==> config.mk <==
export PLATFORM = sky130hd
export DESIGN_NAME = demand_dma_channel
export DESIGN_NICKNAME = d
export VERILOG_FILES = /design/src/rtl/dma_channel_pkg.sv /design/src/rtl/demand_dma_channel.sv /design/src/rtl/request_sense.sv /design/src/rtl/ext_cycle_timer.sv
export SDC_FILE = /design/constraint.sdc
export NUM_CORES = 1
export LEC_CHECK = 0
export BUFFER_PORTS_ARGS = -buffer_cell sky130_fd_sc_hd__buf_2
export CORE_AREA = 5 5 153 155
export CTS_CLUSTER_DIAMETER = 30
export DETAILED_ROUTE_END_ITERATION = 8
export DIE_AREA = 0 0 158 160
export MAX_ROUTING_LAYER = met4
export PLACE_DENSITY = 0.51
export SYNTH_ARGS = -nofsm -noshare
export SYNTH_HDL_FRONTEND = slang
export SYNTH_SLANG_ARGS = --single-unit
==> constraint.sdc <==
create_clock -name clk -period 2.97 [get_ports clk]
set_input_delay 0.1485 -clock clk [delete_from_list [all_inputs] [get_ports clk]]
set_output_delay 0.1485 -clock clk [all_outputs]
set_load 0.005 [all_outputs]
==> src/rtl/dma_channel_pkg.sv <==
// Package for the demand-driven channel: widths, encodings, states and timing counts.
// Assumes a single core clock at the rate given by clk_freq_mhz.
package dma_channel_pkg;

  localparam int count_w      = 14;
  localparam int addr_w       = 24;
  localparam int data_w       = 16;

  localparam int clk_freq_mhz = 125;
  // Length of one channel-generated external bus cycle, ns, rounded up to clocks
  localparam int ext_cycle_ns   = 32;
  localparam int ext_cycle_clks = (ext_cycle_ns * clk_freq_mhz + 999) / 1000;

  // Request sense encodings
  localparam logic [1:0] sense_low_level  = 2'h0;
  localparam logic [1:0] sense_high_level = 2'h1;
  localparam logic [1:0] sense_fall_edge  = 2'h2;
  localparam logic [1:0] sense_rise_edge  = 2'h3;

  // Reset values
  localparam logic              req_level_rst = 1'b1;
  localparam logic [count_w-1:0] count_rst    = 14'h0000;
  localparam logic [addr_w-1:0]  addr_rst     = 24'h00_0000;
  localparam logic [data_w-1:0]  latch_rst    = 16'h0000;
  localparam logic [1:0]         units_rst    = 2'h0;

  // Byte lanes of the 16-bit latch, big endian: first byte sits high
  localparam int hi_lsb = 8;
  localparam int lo_lsb = 0;

  typedef enum logic [2:0] {
    st_idle     = 3'h0,
    st_fetch    = 3'h1,
    st_wait_req = 3'h3,
    st_ext_arb  = 3'h2,
    st_ext_cyc  = 3'h6,
    st_dram_wr  = 3'h7,
    st_halt     = 3'h5
  } chan_state_t;

endpackage : dma_channel_pkg

==> src/rtl/demand_dma_channel.sv <==
// General channel: moves words or bytes between DRAM and a demand-driven peripheral.
// Assumes a DRAM arbiter answering dram_req with a one-cycle dram_gnt (read data valid
// with it) and an external bus arbiter answering ext_bus_req with ext_bus_gnt.
//
// Notes on behaviour
// - Channel starts only on a transfer count write; configuration alone starts nothing.
// - A zero count is accepted and completes at once; software should avoid it.
// - Toward peripheral: fetch DRAM first, then serve each request from the latch.
// - Toward DRAM: wait request, run bus cycle into latch, then write DRAM once granted.
// - Transfers repeat until count exhausted, bad address, or flush.
// - Flush sets done flag; software waits for it before reprogramming.
// - Word writes assert both byte strobes; byte writes only the lower one.
// - Bytes are packed into and unpacked from words, big endian.
// - Request sensing is level or edge with polarity; default active low level.
// - Acknowledge output is always active low.
// - Synchronise request, win external bus, acknowledge, run cycle, release acknowledge.
// - A setting chooses whether bank select asserts during channel bus cycles.
// - Acknowledge timing equals bank select timing during a channel access.
// - DRAM read requested when latch can accept data; write once a word, two bytes or a last odd byte is latched.
// - Count reaching zero without error sets done and terminal count flags.
// - Unmapped address stops channel, sets bad address flag, parks in error.
// - Soft reset clears control logic, the error state and the done and terminal count flags, not settings.
// - Flush writes pending receive data to DRAM, discards pending send data.
// - Flush coinciding with normal completion sets both done and terminal count.
// - Sense field: 00 low level, 01 high level, 10 falling, 11 rising.
// - Size bit set means bytes; direction bit set means DRAM to peripheral.
// - Fourteen-bit count of units, decremented after each destination transfer.
`timescale 1ns/1ps
module demand_dma_channel
  import dma_channel_pkg::*;
(
  input  wire logic               clk,
  input  wire logic               resetn,
  // Settings, held by the register file outside
  input  wire logic               dir_to_periph,
  input  wire logic               byte_size,
  input  wire logic [1:0]         request_sense_mode,
  input  wire logic               select_during_transfer,
  input  wire logic [addr_w-1:0]  dram_start_addr,
  input  wire logic               count_write,
  input  wire logic [count_w-1:0] count_value,
  input  wire logic               flush_request,
  input  wire logic               general_channel_soft_reset,
  // Status
  output logic                    busy,
  output logic                    latch_full,
  output logic [count_w-1:0]      count_remaining,
  output logic                    transfer_done_flag,
  output logic                    terminal_count_flag,
  output logic                    bad_address_flag,
  // DRAM bus
  output logic                    dram_req,
  output logic                    dram_we,
  output logic [addr_w-1:0]       dram_addr,
  output logic [data_w-1:0]       dram_wdata,
  input  wire logic               dram_gnt,
  input  wire logic [data_w-1:0]  dram_rdata,
  input  wire logic               dram_addr_bad,
  // External bus
  output logic                    ext_bus_req,
  input  wire logic               ext_bus_gnt,
  input  wire logic               ext_bank_bad,
  input  wire logic               peripheral_request_in,
  output logic                    peripheral_ack_out_n,
  output logic                    bank_select_n,
  output logic                    upper_byte_write_strobe_n,
  output logic                    lower_byte_write_strobe_n,
  output logic                    read_strobe_n,
  output logic [data_w-1:0]       ext_data_out,
  output logic                    ext_data_oe_n,
  input  wire logic [data_w-1:0]  ext_data_in
);

  chan_state_t        state_q;
  chan_state_t        state_d;
  logic [count_w-1:0] count_q;
  logic [addr_w-1:0]  addr_q;
  logic [data_w-1:0]  latch_q;
  logic [data_w-1:0]  out_q;
  logic [1:0]         units_q;
  logic               flush_pend_q;
  logic               done_q;
  logic               tc_q;
  logic               bad_q;

  logic               req_active;
  logic               req_take;
  logic               cyc_start;
  logic               cyc_busy;
  logic               cyc_last;
  logic               start_ok;
  logic               fetch_ok;
  logic               ext_ok;
  logic               wr_ok;
  logic               finish;
  logic               finish_tc;
  logic               fault;
  logic [1:0]         units_after;
  logic [count_w-1:0] count_after;

  function automatic logic [count_w-1:0] count_less(input logic [count_w-1:0] c, input logic [1:0] n);
    count_less = c - count_w'(n);
  endfunction : count_less

  request_sense request_sense_inst (
    .clk        (clk),
    .resetn     (resetn),
    .soft_reset (general_channel_soft_reset),
    .pin        (peripheral_request_in),
    .mode       (request_sense_mode),
    .take       (req_take),
    .active     (req_active)
  );

  ext_cycle_timer ext_cycle_timer_inst (
    .clk        (clk),
    .resetn     (resetn),
    .soft_reset (general_channel_soft_reset),
    .start      (cyc_start),
    .busy       (cyc_busy),
    .last       (cyc_last)
  );

  // Count writes while the channel is working are ignored
  assign start_ok = count_write && (state_q == st_idle);
  assign fetch_ok = (state_q == st_fetch) && dram_gnt && !dram_addr_bad;
  assign ext_ok   = (state_q == st_ext_cyc) && cyc_last;
  assign wr_ok    = (state_q == st_dram_wr) && dram_gnt && !dram_addr_bad;
  assign req_take = (state_q == st_wait_req) && req_active && !flush_pend_q;
  assign cyc_start = (state_q == st_ext_arb) && ext_bus_gnt && !ext_bank_bad;

  // Units left in or gathered by the latch after this step
  always_comb begin
    units_after = units_q;
    count_after = count_q;
    if (ext_ok && dir_to_periph) begin
      units_after = units_q - 2'h1;
      count_after = count_less(count_q, 2'h1);
    end else if (ext_ok) begin
      units_after = units_q + 2'h1;
    end else if (wr_ok) begin
      units_after = 2'h0;
      count_after = count_less(count_q, byte_size ? units_q : 2'h1);
    end
  end

  always_comb begin
    state_d   = state_q;
    finish    = 1'b0;
    finish_tc = 1'b0;
    fault     = 1'b0;
    unique case (state_q)
      st_idle: begin
        if (start_ok && count_value == count_rst) begin
          finish    = 1'b1;
          finish_tc = 1'b1;
        end else if (start_ok) begin
          state_d = dir_to_periph ? st_fetch : st_wait_req;
        end
      end
      st_fetch: begin
        if (flush_pend_q) begin
          state_d = st_idle;
          finish  = 1'b1;
        end else if (dram_gnt && dram_addr_bad) begin
          state_d = st_halt;
          fault   = 1'b1;
        end else if (dram_gnt) begin
          state_d = st_wait_req;
        end
      end
      st_wait_req: begin
        if (flush_pend_q && !dir_to_periph && units_q != 2'h0) begin
          state_d = st_dram_wr;
        end else if (flush_pend_q) begin
          state_d = st_idle;
          finish  = 1'b1;
        end else if (req_active) begin
          state_d = st_ext_arb;
        end
      end
      st_ext_arb: begin
        if (ext_bus_gnt && ext_bank_bad) begin
          state_d = st_halt;
          fault   = 1'b1;
        end else if (ext_bus_gnt) begin
          state_d = st_ext_cyc;
        end
      end
      st_ext_cyc: begin
        if (cyc_last && dir_to_periph) begin
          if (count_after == count_rst) begin
            state_d   = st_idle;
            finish    = 1'b1;
            finish_tc = 1'b1;
          end else if (flush_pend_q) begin
            state_d = st_idle;
            finish  = 1'b1;
          end else begin
            state_d = (units_after == 2'h0) ? st_fetch : st_wait_req;
          end
        end else if (cyc_last) begin
          // Word, two bytes, or the last odd byte go straight to DRAM
          if (!byte_size || units_after == 2'h2 || count_w'(units_after) == count_q || flush_pend_q) begin
            state_d = st_dram_wr;
          end else begin
            state_d = st_wait_req;
          end
        end
      end
      st_dram_wr: begin
        if (dram_gnt && dram_addr_bad) begin
          state_d = st_halt;
          fault   = 1'b1;
        end else if (dram_gnt && count_after == count_rst) begin
          state_d   = st_idle;
          finish    = 1'b1;
          finish_tc = 1'b1;
        end else if (dram_gnt && flush_pend_q) begin
          state_d = st_idle;
          finish  = 1'b1;
        end else if (dram_gnt) begin
          state_d = st_wait_req;
        end
      end
      st_halt: begin
        state_d = st_halt;
      end
      default: begin
        state_d = st_idle;
      end
    endcase
  end

  always_ff @(posedge clk or negedge resetn) begin
    if (!resetn) begin
      state_q <= st_idle;
    end else if (general_channel_soft_reset) begin
      state_q <= st_idle;
    end else begin
      state_q <= state_d;
    end
  end

  // Flush is only meaningful while a transfer runs
  always_ff @(posedge clk or negedge resetn) begin
    if (!resetn) begin
      flush_pend_q <= 1'b0;
    end else if (general_channel_soft_reset || finish || fault) begin
      flush_pend_q <= 1'b0;
    end else if (flush_request && state_q != st_idle && state_q != st_halt) begin
      flush_pend_q <= 1'b1;
    end
  end

  always_ff @(posedge clk or negedge resetn) begin
    if (!resetn) begin
      count_q <= count_rst;
      addr_q  <= addr_rst;
    end else if (start_ok) begin
      count_q <= count_value;
      addr_q  <= dram_start_addr;
    end else begin
      count_q <= count_after;
      if (fetch_ok || wr_ok) begin
        addr_q <= addr_q + addr_w'(1);
      end
    end
  end

  // Latch and packing; a byte transfer keeps the first byte in the high lane
  always_ff @(posedge clk or negedge resetn) begin
    if (!resetn) begin
      latch_q <= latch_rst;
      units_q <= units_rst;
    end else if (general_channel_soft_reset || finish || start_ok) begin
      latch_q <= latch_rst;
      units_q <= units_rst;
    end else if (fetch_ok) begin
      // A lone last byte moves to the low lane, where a single-unit send reads it
      latch_q <= (byte_size && count_q == count_w'(1)) ? {8'h00, dram_rdata[hi_lsb +: 8]} : dram_rdata;
      units_q <= (byte_size && count_q != count_w'(1)) ? 2'h2 : 2'h1;
    end else if (ext_ok && !dir_to_periph) begin
      units_q <= units_after;
      if (!byte_size) begin
        latch_q <= ext_data_in;
      end else if (units_q == 2'h0) begin
        // Low lane cleared so an odd last byte is written with a zero partner
        latch_q <= {ext_data_in[lo_lsb +: 8], 8'h00};
      end else begin
        latch_q[lo_lsb +: 8] <= ext_data_in[lo_lsb +: 8];
      end
    end else if (ext_ok || wr_ok) begin
      units_q <= units_after;
    end
  end

  // Output data is registered at cycle start; bytes go out on the low lane
  always_ff @(posedge clk or negedge resetn) begin
    if (!resetn) begin
      out_q <= latch_rst;
    end else if (cyc_start && !byte_size) begin
      out_q <= latch_q;
    end else if (cyc_start) begin
      out_q <= {8'h00, (units_q == 2'h2) ? latch_q[hi_lsb +: 8] : latch_q[lo_lsb +: 8]};
    end
  end

  // Status flags: a new event wins over the clear of a fresh start
  always_ff @(posedge clk or negedge resetn) begin
    if (!resetn) begin
      done_q <= 1'b0;
      tc_q   <= 1'b0;
      bad_q  <= 1'b0;
    end else if (general_channel_soft_reset) begin
      done_q <= 1'b0;
      tc_q   <= 1'b0;
      bad_q  <= 1'b0;
    end else begin
      done_q <= finish || (done_q && !start_ok);
      tc_q   <= finish_tc || (tc_q && !start_ok);
      bad_q  <= fault || bad_q;
    end
  end

  assign busy                = (state_q != st_idle) && (state_q != st_halt);
  assign latch_full          = (units_q != 2'h0);
  assign count_remaining     = count_q;
  assign transfer_done_flag  = done_q;
  assign terminal_count_flag = tc_q;
  assign bad_address_flag    = bad_q;

  assign dram_req   = ((state_q == st_fetch) && !flush_pend_q) || (state_q == st_dram_wr);
  assign dram_we    = (state_q == st_dram_wr);
  assign dram_addr  = addr_q;
  assign dram_wdata = latch_q;

  assign ext_bus_req = (state_q == st_ext_arb);

  // Acknowledge and bank select come from one window so their timing matches
  assign peripheral_ack_out_n      = !cyc_busy;
  assign bank_select_n             = !(cyc_busy && select_during_transfer);
  assign upper_byte_write_strobe_n = !(cyc_busy && dir_to_periph && !byte_size);
  assign lower_byte_write_strobe_n = !(cyc_busy && dir_to_periph);
  assign read_strobe_n             = !(cyc_busy && !dir_to_periph);
  assign ext_data_out              = out_q;
  assign ext_data_oe_n             = !(cyc_busy && dir_to_periph);

endmodule : demand_dma_channel

==> src/rtl/request_sense.sv <==
// Synchroniser and level/edge recogniser for the peripheral request pin.
// Assumes the pin is asynchronous; take pulses consume a latched edge.
`timescale 1ns/1ps
module request_sense
  import dma_channel_pkg::*;
(
  input  wire logic       clk,
  input  wire logic       resetn,
  input  wire logic       soft_reset,
  input  wire logic       pin,
  input  wire logic [1:0] mode,
  input  wire logic       take,
  output logic            active
);

  logic s1_q;
  logic s2_q;
  logic s3_q;
  logic level_q;
  logic edge_pend_q;
  logic fall;
  logic rise;

  // Three stages; a change counts once the last two agree
  always_ff @(posedge clk or negedge resetn) begin
    if (!resetn) begin
      s1_q <= req_level_rst;
      s2_q <= req_level_rst;
      s3_q <= req_level_rst;
    end else begin
      s1_q <= pin;
      s2_q <= s1_q;
      s3_q <= s2_q;
    end
  end

  always_ff @(posedge clk or negedge resetn) begin
    if (!resetn) begin
      level_q <= req_level_rst;
    end else if (s2_q == s3_q) begin
      level_q <= s3_q;
    end
  end

  assign fall = (s2_q == s3_q) && level_q && !s3_q;
  assign rise = (s2_q == s3_q) && !level_q && s3_q;

  // A new edge in the cycle it is consumed is kept: set wins over take
  always_ff @(posedge clk or negedge resetn) begin
    if (!resetn) begin
      edge_pend_q <= 1'b0;
    end else if ((mode == sense_fall_edge && fall) || (mode == sense_rise_edge && rise)) begin
      edge_pend_q <= 1'b1;
    end else if (take || soft_reset) begin
      edge_pend_q <= 1'b0;
    end
  end

  always_comb begin
    unique case (mode)
      sense_low_level:  active = !level_q;
      sense_high_level: active = level_q;
      sense_fall_edge:  active = edge_pend_q;
      sense_rise_edge:  active = edge_pend_q;
    endcase
  end

endmodule : request_sense

==> src/rtl/ext_cycle_timer.sv <==
// Times one channel-generated external bus cycle.
// Acknowledge and bank select share the same window so they stay identical.
`timescale 1ns/1ps
module ext_cycle_timer
  import dma_channel_pkg::*;
(
  input  wire logic clk,
  input  wire logic resetn,
  input  wire logic soft_reset,
  input  wire logic start,
  output logic      busy,
  output logic      last
);

  localparam int cnt_w = $clog2(ext_cycle_clks + 1);
  localparam logic [cnt_w-1:0] cycle_len = cnt_w'(ext_cycle_clks);

  logic [cnt_w-1:0] cnt_q;

  always_ff @(posedge clk or negedge resetn) begin
    if (!resetn) begin
      cnt_q <= '0;
    end else if (soft_reset) begin
      cnt_q <= '0;
    end else if (start) begin
      cnt_q <= cycle_len;
    end else if (cnt_q != '0) begin
      cnt_q <= cnt_q - cnt_w'(1);
    end
  end

  assign busy = (cnt_q != '0);
  assign last = (cnt_q == cnt_w'(1));

endmodule : ext_cycle_timer

# --- Yosys cells after proc, flatten, opt, wreduce, memory -nomap -nowiden ---
# Index checks and enable logic that the tools add are counted.
word_totals:
  output_inout_bits: 84
  latchBits: 0
  mem_count: 0
  mem_bits_ro: 0
  reg_bits: 87
  ram_bits: 0
op_classes:
  n_shift: 0
  n_div: 0
  reduce_logical: 85
  mux: 76
  order_cmp: 0
  eq_ne: 23
  mul: 0
  n_addsub: 6
  n_bitwise: 0
op_table:
  columns: ["cell", "n"]
  rows:
  - ["16-bit 2-to-1 mux", 7]
  - ["3-bit 2-to-1 mux", 20]
  - ["14-bit 2-to-1 mux", 4]
  - ["24-bit 2-to-1 mux", 2]
  - ["1-bit logical AND", 39]
  - ["14-bit zero test", 2]
  - ["2-bit 2-to-1 mux", 13]
  - ["24-bit by 1-bit adder with 24-bit output, second input constant", 1]
  - ["8-bit 2-to-1 mux", 3]
  - ["1-bit 2-to-1 mux", 22]
  - ["3-bit case mux with 7 select lines", 1]
  - ["14-bit by 1-bit == test with 1-bit output, second input constant", 1]
  - ["2-bit by 14-bit == test with 1-bit output", 1]
  - ["1-bit logical OR", 14]
  - ["14-bit by 1-bit inequality test with 1-bit output, second input constant", 1]
  - ["14-bit by 1-bit subtractor with 14-bit output, second input constant", 1]
  - ["14-bit by 2-bit subtractor with 14-bit output", 1]
  - ["1-bit zero test", 13]
  - ["3-bit nonzero test", 4]
  - ["2-bit nonzero test", 5]
  - ["3-bit == test, second input constant", 3]
  - ["3-bit inequality test, second input constant", 3]
  - ["1-bit case mux with 3 select lines", 3]
  - ["2-bit == test, second input constant", 4]
  - ["18 further kinds", 22]

# --- Logic depth before layout (Yosys ltp) ---
# Gate-level depths: netlist of the first run.
logic_depth:
  depth_word: 15
  depth_mapped: 12
  ltp_nobuf: 10

# --- Hierarchy ---
# A second synthesis of the first run with hierarchy kept.
hier_totals:
  hier_cells: 673
  area_unflattened_um2: 5584.1
by_module_without_submodules:
  columns: ["mod", "n_inst", "cells_per_inst", "area_per_inst_um2", "seq_area_each_um2"]
  rows:
  - ["demand_dma_channel", 1, 640, 5193.7, 1976.9]
  - ["ext_cycle_timer", 1, 18, 197.7, 75.1]
  - ["request_sense", 1, 15, 192.7, 130.1]

# --- Worst setup path after synthesis of the first run ---
# OpenSTA, ideal clock, no wires.
synth_timing:
  path_kind: "in2reg"
  start: "input byte_size"
  end: "register latch_q[7], in the netlist dram_wdata[7]"
  arrival_time_ns: 2.583
  setup_ns: 0.126
  path_buffers: 3
  cell_stages: 12
  required_time_ns: 2.844
  slack_ns: 0.261
  cell_sequence: "clkbuf_1 -> clkbuf_1 -> nand2_1 -> ha_1 -> fa_1 -> or3_1 -> a31oi_1 -> a2111oi_0 -> nand4_1 -> o2111ai_4 -> buf_6 -> nor2_1"
synth_via:
  elab_chain_cells: 13
  word_cells_on_any_way: 21
  classes_between: "add/sub (1); mux (14); reduce/logical (6)"
synth_rtl:
  columns: ["item", "line_no", "text"]
  rows:
  - ["start, declared", "demand_dma_channel.sv:36", "input wire logic byte_size,"]
  - ["2-bit 2-to-1 mux", "demand_dma_channel.sv:143", "count_after = count_less(count_q, byte_size ? units_q : 2'h1);"]
  - ["14-bit by 2-bit subtractor with 14-bit output", "demand_dma_channel.sv:102", "count_less = c - count_w'(n);"]
  - ["14-bit 2-to-1 mux", "demand_dma_channel.sv:141", "end else if (wr_ok) begin"]
  - ["14-bit 2-to-1 mux", "demand_dma_channel.sv:139", "end else if (ext_ok) begin"]
  - ["14-bit 2-to-1 mux", "demand_dma_channel.sv:136", "if (ext_ok && dir_to_periph) begin"]
  - ["14-bit zero test", "demand_dma_channel.sv:192, demand_dma_channel.sv:215", null]
  - ["1-bit logical AND", "demand_dma_channel.sv:215", "end else if (dram_gnt && count_after == count_rst) begin"]
  - ["1-bit 2-to-1 mux", "demand_dma_channel.sv:215", null]
  - ["1-bit 2-to-1 mux", "demand_dma_channel.sv:212", "if (dram_gnt && dram_addr_bad) begin"]
  - ["1-bit case mux with 5 select lines", "demand_dma_channel.sv:152", "unique case (state_q)"]
  - ["1-bit logical OR (2 in series)", "demand_dma_channel.sv:276", "end else if (general_channel_soft_reset || finish || start_ok) begin"]
  - ["3-bit nonzero test (no line) / 16-bit 2-to-1 mux (equally long branches)", null, null]
  - ["end signal, assigned", "demand_dma_channel.sv:274", "latch_q <= latch_rst;"]
  - ["end signal, assigned", "demand_dma_channel.sv:277", "latch_q <= latch_rst;"]
  - ["end signal, assigned", "demand_dma_channel.sv:281", "latch_q <= (byte_size && count_q == count_w'(1)) ? {8'h00, dram_rdata[hi_lsb +: 8]} : dram_rdata;"]
  - ["end, declared", "demand_dma_channel.sv:78", "logic [data_w-1:0] latch_q;"]
# Parallel ways exist; a longest one is shown, timed or not. The select of a mux whose other input is x is not followed.
# A chain may end at the register's enable or synchronous reset.

# --- Final worst setup path of the first run ---
layout_timing:
  start: "register units_q[0]"
  end: "register units_q[0]"
layout_via:
  elab_chain_cells: 13
  word_cells_on_any_way: 27
  classes_between: "add/sub (3); mux (17); reduce/logical (7)"
layout_rtl:
  columns: ["item", "line_no", "text"]
  rows:
  - ["start, declared", "demand_dma_channel.sv:80", "logic [1:0] units_q;"]
  - ["start signal, assigned", "demand_dma_channel.sv:275", "units_q <= units_rst;"]
  - ["start signal, assigned", "demand_dma_channel.sv:278", "units_q <= units_rst;"]
  - ["start signal, assigned", "demand_dma_channel.sv:282", "units_q <= (byte_size && count_q != count_w'(1)) ? 2'h2 : 2'h1;"]
  - ["2-bit 2-to-1 mux", "demand_dma_channel.sv:143", null]
  - ["14-bit by 2-bit subtractor with 14-bit output", "demand_dma_channel.sv:102", null]
  - ["14-bit 2-to-1 mux", "demand_dma_channel.sv:141", null]
  - ["14-bit 2-to-1 mux", "demand_dma_channel.sv:139", null]
  - ["14-bit 2-to-1 mux", "demand_dma_channel.sv:136", null]
  - ["14-bit zero test", "demand_dma_channel.sv:192, demand_dma_channel.sv:215", null]
  - ["1-bit logical AND", "demand_dma_channel.sv:215", null]
  - ["1-bit 2-to-1 mux", "demand_dma_channel.sv:215", null]
  - ["1-bit 2-to-1 mux", "demand_dma_channel.sv:212", null]
  - ["1-bit case mux with 5 select lines", "demand_dma_channel.sv:152", null]
  - ["1-bit logical OR (2 in series)", "demand_dma_channel.sv:276", null]
  - ["4-bit nonzero test (no line) / 2-bit 2-to-1 mux (equally long branches)", null, null]
# Parallel ways exist; a longest one is shown, timed or not. The select of a mux whose other input is x is not followed.

==> results.cfg, run 1 <==
[worst_setup_path]
cp_max_fo = 18
rrSetupSlack_ns = 0.20
reg2reg_from = units_q[0]$_DFFE_PN0P_
cp-end-kind = flop
crit_path_start_kind = flop
path_class = flop to flop
arrival_ns = 3.01
crit_start = units_q[0]$_DFFE_PN0P_
crit_required_ns = 3.21

[timing]
hold_violations = 0
tightest_slew_ns = 0.7770
final-setup-viol-count = 0
rsz0062_at_grt = false
postLayoutSetupSlackWorst_ns = 0.2044
slew-limit-headroom = 0.4820
finalCritPeriodShare = 0.9312
timing.fmax_ghz = 0.3616
hold-worst-slack_ns = 0.009036
tns_ns = 0
clock_skew_ns = 0.009895
final_max_slew_viol_count = 0
fin_crit_ns = 2.766

[die]
start_util = 0.2480
num_io_pins = 169
die_h_um = 160
row_count = 54
dieArea_sq_um = 25280
die_w_um = 158
core_sq_um = 21690

[placed_design]
place_area_sq_um = 6624
dp.cells = 1061
gp_congestion = 0.8423
dpl.hpwl_um = 14140
portBuffers = 168
place_worst_setup_slack_ns = 0.09717

[grt]
grt_pass1_wl_um = 28750
track_usage = 0.1459
grt_overflow = 0
grt_max_degree = 65
antenna_found_initial = 0
grt_pass1_vias = 5264

[layout]
final_area_sq_um = 7036
area_delta_synth_final_pct = 30.80
final_util = 0.3244
n_antenna_cell = 0
drive_above_1_share = 0.2957
fill_cells = 2303
instances_no_fill = 1085
fin_nets = 896

[routing]
dr_wl_met3_um = 630
post_drt_wl_per_cell_um = 16.74
drc_errors = 0
wl_met1_um = 8242
wl_met2_um = 8891
totalWireLength_um = 18160
top_layer_used = met4
vias_per_cell = 4.737
dr.pass1.iters = 4
route.antenna.remaining_nets = 0
via_count = 5140
drtIter0Drc = 327

[synthesis]
synth_nets = 718
syn_area_sq_um = 5379
synth.most_common_cell = nand2_1
avgSynthCellArea_sq_um = 8.648
yosys-top-cells-count = nand2_1, dfrtp_1, nor2_1, o21ai_0, a21oi_1
synth-edff-count = 0
yosysTopAreaCellShare = 0.3861
syn_inst = 622
yosysTopAreaCell = dfrtp_1
yosys.cell_types.count = 66
synth-seq-area-share = 0.4057
synth_seq_cells = 87
yosysWarnings = 0
async_flop_share = 1.000
synthFlopType = dfrtp_1
synthTopCellsByArea = dfrtp_1, nand2_1, o21ai_0

[clock_network]
clkSlewWorstSetupHoldPaths_ns = 0.07
clock-root-buffer = clkbuf_16
cts_tree = yes
cts-buffers-inserted = 9
htreeDepth = 3
cts_setup_buffers = 0
clock_latency_ns = 0.35
clockBufferDepth = 2
cts_sinks = 87

[power_and_ir_drop]
power.density_nw_per_um2 = 757.4
p_total_mw = 5.329
p_sw_frac = 0.3943
p_int_mw = 3.228
p_comb_frac = 0.399
netSwitchingPower_mw = 2.101
clkPwrFrac = 0.237
power_leakage_nw = 3.299
seqPwrFrac = 0.364
vdd_ir_drop_max_uv = 345.9

[hold_path]
hold_path_class = input pin to flop
min_from = dram_start_addr[5]

[job]
cap_viol_max_count = 0

[status]
status = complete, no violations
registers in the layout, summed over array words and instances (netlist names):
name                            flops
dram_addr                          24
dram_wdata                         16
ext_data_out                       16
count_remaining                    14
ext_cycle_timer_inst.cnt_q          3
state_q                             3
units_q                             2
bad_address_flag                    1
flush_pend_q                        1
request_sense_inst.edge_pend_q      1
request_sense_inst.level_q          1
request_sense_inst.s1_q             1
request_sense_inst.s2_q             1
request_sense_inst.s3_q             1
terminal_count_flag                 1
transfer_done_flag                  1
what timing repair did:
| item | CTS | global route |
|---|---|---|
| hold buffers | 8 | 0 |
| hold endpoints to repair | 58 | 0 |
| resized for setup | 0 | 2 |
| endpoints found under the setup margin | 0 | 21 |
cell families after synthesis:
group / share of synthesized area
buffers and inverters: 0.03698
flip-flops: 0.4057
adder cells (fa/ha/maj): 0.02884
XOR/XNOR: 0.05536
AND/OR/NAND/NOR: 0.2524
AO/OA/AOI/OAI: 0.1645
multiplexers: 0.05629
layout make-up:
cell class / count / area [sq um] / share of cell area
multi-input cells: 487 / 3013 / 0.4282
flip-flops and latches: 87 / 2182 / 0.3102
repair buffers: 198 / 1101 / 0.1565
well taps: 280 / 350.3 / 0.04980
clock buffers: 9 / 225.2 / 0.03201
clock inverters: 7 / 100.1 / 0.01423
inverters: 17 / 63.81 / 0.009070
worst paths after layout:
path / cells past startpoint / to
max in group asynchronous: 3 / request_sense_inst.s1_q$_DFF_PN1_
hold reg to reg: 0 / request_sense_inst.s2_q$_DFF_PN1_
hold / removal: 3 / dram_addr[5]$_DFFE_PN0P_
min in group asynchronous: 2 / dram_addr[14]$_DFFE_PN0P_
setup reg to reg: 11 / units_q[0]$_DFFE_PN0P_
setup / recovery: 11 / units_q[0]$_DFFE_PN0P_
power groups by stage:
stage	Combinational, mW	Clock, mW	Sequential, mW
floorplan	1.27	0	1.88
global placement	2.13	0	1.96
detailed placement	2.15	0	1.95
CTS	2.16	1.30	1.94
global route	2.39	1.35	2.00
finish	2.13	1.26	1.94
cell usage in the layout, fill, tap and decap left out, types with 3 or more instances in the layout:
| cell type | instances |
|---|---|
| o21a_1 | 4 |
| or3_1 | 6 |
| nor2b_1 | 5 |
| and3_1 | 13 |
| and2_1 | 3 |
| xor2_1 | 17 |
| dfrtp_1 | 83 |
| a211oi_1 | 10 |
| buf_4 | 22 |
| dlygate4sd3_1 | 8 |
| dfstp_2 | 4 |
| nor3b_1 | 3 |
| a221oi_1 | 9 |
| mux2_2 | 10 |
| o21ai_0 | 55 |
| a31oi_1 | 4 |
| buf_2 | 167 |
| nand4_1 | 8 |
| inv_1 | 16 |
| nand3_1 | 16 |
| nor4_1 | 5 |
| a21oi_1 | 31 |
| xnor2_1 | 17 |
| nand2b_1 | 18 |
| ha_1 | 10 |
| a211o_1 | 3 |
| nand2_1 | 90 |
| nor2_1 | 67 |
| or4_1 | 6 |
| mux2i_1 | 19 |
| clkbuf_16 | 9 |
| nor3_1 | 17 |
| inv_6 | 3 |
routing by layer:
| layer | global-route usage | vias to the layer above |
|---|---|---|
| met2 | 0.2345 | 103 |
| met4 | 0.04343 | 0 |
| met1 | 0.1898 | 2458 |
| met3 | 0.02246 | 21 |
| met5 | - | - |
| li1 | - | 2558 |
critical path, cell delays in order (launching register included):
cell and delay [ns]:
dfrtp_1 0.41, inv_1 0.12, nand2_1 0.06, ha_1 0.20, fa_1 0.45, or3_1 0.37
a31oi_1 0.26, a2111oi_2 0.08, nand4_1 0.19, o2111ai_4 0.14, buf_12 0.18, a211oi_1 0.19
No activity file was read; power rests on OpenSTA's default activity.
==> run 2: changes to the inputs <==
--- a/config.mk
+++ b/config.mk
@@ -6,12 +6,12 @@
 export NUM_CORES = 1
 export LEC_CHECK = 0
 export BUFFER_PORTS_ARGS = -buffer_cell sky130_fd_sc_hd__buf_2
-export CORE_AREA = 5 5 153 155
+export CORE_AREA = 5 5 110 112
 export CTS_CLUSTER_DIAMETER = 30
 export DETAILED_ROUTE_END_ITERATION = 8
-export DIE_AREA = 0 0 158 160
+export DIE_AREA = 0 0 115 117
 export MAX_ROUTING_LAYER = met4
-export PLACE_DENSITY = 0.51
+export PLACE_DENSITY = 0.83
 export SYNTH_ARGS = -nofsm -noshare
 export SYNTH_HDL_FRONTEND = slang
 export SYNTH_SLANG_ARGS = --single-unit
==> run 2 against run 1 <==
Utilization increased by 29 points; critical path depth unchanged; power decreased by 1.9%; largest power group unchanged; hold slack got worse by 0.0033 ns; clock skew decreased by 0.0035 ns; wire length decreased by 13%; die area decreased by 47%.
==> results.cfg, run 2 (same netlist as run 1, synthesis figures left out) <==
[routing]
totalWireLength_um = 15890
route.antenna.remaining_nets = 0
via_count = 5394
drtIter0Drc = 428
drc_errors = 0
dr.pass1.iters = 5
post_drt_wl_per_cell_um = 16.80
vias_per_cell = 5.702

[timing]
slew-limit-headroom = 0.3708
tightest_slew_ns = 0.9404
tns_ns = 0
finalCritPeriodShare = 0.9428
final-setup-viol-count = 0
final_max_slew_viol_count = 0
timing.fmax_ghz = 0.3571
clock_skew_ns = 0.006384
hold_violations = 0
rsz0062_at_grt = false
fin_crit_ns = 2.800
postLayoutSetupSlackWorst_ns = 0.1697

[clock_network]
clkSlewWorstSetupHoldPaths_ns = 0.07
cts-buffers-inserted = 9
clock_latency_ns = 0.34
clock-root-buffer = clkbuf_16
cts_sinks = 87
cts_tree = yes
clockBufferDepth = 2
htreeDepth = 3

[grt]
grt_overflow = 0
track_usage = 0.2453
grt_max_degree = 64
grt_pass1_wl_um = 25590
antenna_found_initial = 1
grt_pass1_vias = 5196

[worst_setup_path]
reg2regPathDepth = 11
crit_cells = 11
cp_max_fo = 18
rrSetupSlack_ns = 0.17
cp_slowest_cell = fa_1
r2r-end = units_q[0]$_DFFE_PN0P_
path_class = flop to flop
cp-end-kind = flop
crit_required_ns = 3.18
max_stage_delay_ns = 0.48
crit_path_start_kind = flop
arrival_ns = 3.01
reg2reg_from = units_q[0]$_DFFE_PN0P_
path_delay_family = compound AO/OA/AOI/OAI gates
crit_path_cell_trace = inv_1, nand2_1, ha_1, fa_1, or3_1, a31oi_1, a2111oi_1, nand4_1, o2111ai_4, buf_4, a211oi_1
path_buf_inv = 2

[die]
dieArea_sq_um = 13460
die_h_um = 117
core_sq_um = 11130
die_w_um = 115
start_util = 0.4835
row_count = 39
num_io_pins = 169

[layout]
fin_nets = 892
final_util = 0.6108
final_area_sq_um = 6795
layout_common_cells = buf_2, nand2_1, dfrtp_1
layout_commonest_cell = buf_2
drive_above_1_share = 0.2984
fill_cells = 975
largest_register_ffs = 24
area_delta_synth_final_pct = 26.33

[placed_design]
portBuffers = 168
place_worst_setup_slack_ns = 0.1303
place_area_sq_um = 6447
gp_congestion = 0.9996
dpl.hpwl_um = 12280

[power_and_ir_drop]
power_leakage_nw = 3.267
vdd_ir_drop_max_uv = 543.2
p_total_mw = 5.230
power.density_nw_per_um2 = 769.7

[job]
cap_viol_max_count = 0

[hold_path]
min_from = dram_start_addr[13]
holdPathStages = 3
hold_path_class = input pin to flop
hold_end = dram_addr[13]$_DFFE_PN0P_

[status]
status = complete, no violations
run 2: final cells by class:
type	instances	area [sq um]	share of cell area
multi-input cells	487	3008	0.4426
flip-flops and latches	87	2182	0.3211
repair buffers	194	1044	0.1536
clock buffers	10	239.0	0.03517
well taps	143	178.9	0.02633
clock inverters	6	75.07	0.01105
inverters	17	63.81	0.009391
diodes	2	5.005	0.0007365
run 2: report_power, final:
part	total, mW	leakage [nW]	internal (mW)	switching [mW]
combinational	2.09	1.99	0.949	1.14
sequential	1.94	1.12	1.52	0.425
clock	1.19	0.152	0.689	0.503
total	5.23	3.27	3.16	2.07
run 2: worst max path at each step:
stage	startpoint	endpoint	slack (ns)
floorplan	byte_size	dram_wdata[7]$_DFFE_PN0P_	0.26
global placement	units_q[0]$_DFFE_PN0P_	units_q[0]$_DFFE_PN0P_	0.20
detailed placement	units_q[0]$_DFFE_PN0P_	units_q[1]$_DFFE_PN0P_	0.13
CTS	units_q[0]$_DFFE_PN0P_	units_q[1]$_DFFE_PN0P_	0.12
global route	units_q[0]$_DFFE_PN0P_	units_q[0]$_DFFE_PN0P_	0.001
finish	units_q[0]$_DFFE_PN0P_	units_q[0]$_DFFE_PN0P_	0.17
run 2: metrics by stage:
stage | std cells | hold slack [ns]
floorplan | 622 | -0.1471
global placement | 925 | 0.2686
detailed placement | 925 | 0.2662
CTS | 943 | 0.001332
global route | 945 | 0.01421
finish | 946 | 0.005761
run 2: worst reg2reg max path, delay by kind of cell (launching register included):
family,cells,cell delay (ns)
AO/OA/AOI/OAI,4,0.80
adder cells (fa/ha/maj),2,0.68
AND/OR/NAND/NOR,3,0.42
flip-flops,1,0.42
buffers and inverters,2,0.37
run 2: per-layer routing:
| metal | global-route usage | part of all wire | routed length, um | vias up |
|---|---|---|---|---|
| li1 | - | - | - | 2553 |
| met1 | 0.3186 | 0.40 | 6393 | 2552 |
| met2 | 0.3862 | 0.48 | 7686 | 253 |
| met3 | 0.04936 | 0.092 | 1467 | 36 |
| met4 | 0.08294 | 0.022 | 342 | 0 |
| met5 | - | 0 | 0 | - |
run 2: repair_timing:
item / 4_1_cts / 5_1_grt
gates resized for setup: 0 / 1
setup endpoints to repair: 0 / 18
hold endpoints to repair: 59 / 0
hold buffers: 2 / 0
buffers inserted: 0 / 1
==> run 3: changes to the inputs <==
--- a/config.mk
+++ b/config.mk
@@ -10,8 +10,11 @@
 export CTS_CLUSTER_DIAMETER = 30
 export DETAILED_ROUTE_END_ITERATION = 8
 export DIE_AREA = 0 0 115 117
+export HOLD_SLACK_MARGIN = 0.03
 export MAX_ROUTING_LAYER = met4
 export PLACE_DENSITY = 0.83
+export SLEW_MARGIN = 20
 export SYNTH_ARGS = -nofsm -noshare
 export SYNTH_HDL_FRONTEND = slang
 export SYNTH_SLANG_ARGS = --single-unit
+export TNS_END_PERCENT = 50
==> run 3 against run 2 <==
Cell area is 3.4% higher; critical path depth stayed put; via count is 2.6% higher; count of clock-buffer cells in the layout stayed put; utilization is 2.1 points higher; sequential cell count stayed put; combinational power is 2% higher; critical endpoint unchanged.
==> results.cfg, run 3 (same netlist as run 1, synthesis figures left out) <==
[clock_network]
clock-root-buffer = clkbuf_16
cts_sinks = 87
cts-buffers-inserted = 9
htreeDepth = 3
clockBufferDepth = 2
clock_latency_ns = 0.34
cts_tree = yes
clkSlewWorstSetupHoldPaths_ns = 0.07

[status]
status = complete, no violations

[power_and_ir_drop]
power_leakage_nw = 3.363
vdd_ir_drop_max_uv = 556.3
p_total_mw = 5.287
power.density_nw_per_um2 = 752.5

[worst_setup_path]
crit_path_cell_trace = inv_1, nand2_1, ha_1, fa_1, or3_1, a31oi_1, a2111oi_1, nand4_1, o2111ai_4, buf_4, a211oi_1
rrSetupSlack_ns = 0.17
arrival_ns = 3.01
cp-end-kind = flop
cp_max_fo = 18
path_delay_family = compound AO/OA/AOI/OAI gates
crit_path_start_kind = flop
cp_slowest_cell = fa_1
path_buf_inv = 2
path_class = flop to flop
crit_required_ns = 3.18
max_stage_delay_ns = 0.48

[routing]
vias_per_cell = 5.709
totalWireLength_um = 16630
drtIter0Drc = 537
drc_errors = 0
post_drt_wl_per_cell_um = 17.16
dr.pass1.iters = 5
route.antenna.remaining_nets = 0
via_count = 5532

[die]
die_w_um = 115
start_util = 0.4835
die_h_um = 117
dieArea_sq_um = 13460
row_count = 39
num_io_pins = 169
core_sq_um = 11130

[timing]
clock_skew_ns = 0.005480
slew-limit-headroom = 0.3662
tns_ns = 0
tightest_slew_ns = 0.9472
hold_violations = 0
final-setup-viol-count = 0
rsz0062_at_grt = false
postLayoutSetupSlackWorst_ns = 0.1739
timing.fmax_ghz = 0.3576
fin_crit_ns = 2.796
final_max_slew_viol_count = 0
finalCritPeriodShare = 0.9414

[grt]
grt_pass1_vias = 5410
track_usage = 0.2572
grt_max_degree = 64
antenna_found_initial = 1
grt_overflow = 0
grt_pass1_wl_um = 26770

[placed_design]
dp.cells = 925
place_worst_setup_slack_ns = 0.1303
portBuffers = 168
gp_congestion = 0.9996
dpl.hpwl_um = 12280

[layout]
fin_nets = 915
area_delta_synth_final_pct = 30.61
layout_commonest_cell = buf_2
drive_above_1_share = 0.2900
layout_common_cells = buf_2, nand2_1, dfrtp_1
final_util = 0.6315
instances_no_fill = 969
largest_register_ffs = 24

[job]
cap_viol_max_count = 0

[hold_path]
hold_path_class = input pin to flop
## run 3: changes by cell type in the layout (fill, tap and decap cells not counted)
cell / previous run / this run
dlygate4sd3_1: 2 / 25
## run 3: routing by layer
layer	wire length, um	track usage	share of wire	up-vias
met5	0	-	0	-
met4	403	0.09390	0.024	0
met3	1449	0.05347	0.087	39
met2	8209	0.4097	0.49	271
met1	6568	0.3262	0.39	2624
li1	-	-	-	2598
## run 3: per-stage QoR
stage,hold WS [ns],instance area [sq um]
floorplan,-0.1471,5379
global placement,0.2686,6447
detailed placement,0.2662,6447
CTS,0.03110,7012
global route,0.04264,7023
finish,0.03481,7025
## run 3: report_power, final
part	internal, mW	leakage (nW)	switching, mW
Clock	0.689	0.152	0.511
Sequential	1.52	1.12	0.426
Combinational	0.970	2.09	1.17
## run 3: final timing paths
path / end / start / depth (start not counted)
setup / recovery: units_q[0]$_DFFE_PN0P_ / units_q[0]$_DFFE_PN0P_ / 11
hold reg to reg: request_sense_inst.s2_q$_DFF_PN1_ / request_sense_inst.s1_q$_DFF_PN1_ / 0
hold / removal: dram_addr[6]$_DFFE_PN0P_ / dram_start_addr[6] / 3
max in group asynchronous: request_sense_inst.s1_q$_DFF_PN1_ / resetn / 3
setup reg to reg: units_q[0]$_DFFE_PN0P_ / units_q[0]$_DFFE_PN0P_ / 11
min in group asynchronous: ext_data_out[11]$_DFFE_PN0P_ / resetn / 2
## run 3: final cells by class
class / count / area (sq um)
clock buffer: 10 / 239.0
sequential: 87 / 2182
antenna: 2 / 5.005
tap: 143 / 178.9
timing repair buffer: 217 / 1274
inverter: 17 / 63.81
clock inverter: 6 / 75.07
fill: 929 / 4100
multi-input combinational: 487 / 3008
## run 3: what timing repair did
| item | 4_1_cts | 5_1_grt |
|---|---|---|
| hold endpoints to repair | 82 | 0 |
| gates resized for setup | 0 | 1 |
| setup buffers | 0 | 1 |
| hold buffers | 25 | 0 |
| setup endpoints to repair | 0 | 18 |
## run 3: worst reg2reg max path, stage by stage, from the launching register on
cell and delay (ns):
dfrtp_1 0.42, inv_1 0.11, nand2_1 0.07, ha_1 0.20, fa_1 0.48, or3_1 0.11, a31oi_1 0.12, a2111oi_1 0.36
nand4_1 0.24, o2111ai_4 0.23, buf_4 0.26, a211oi_1 0.07
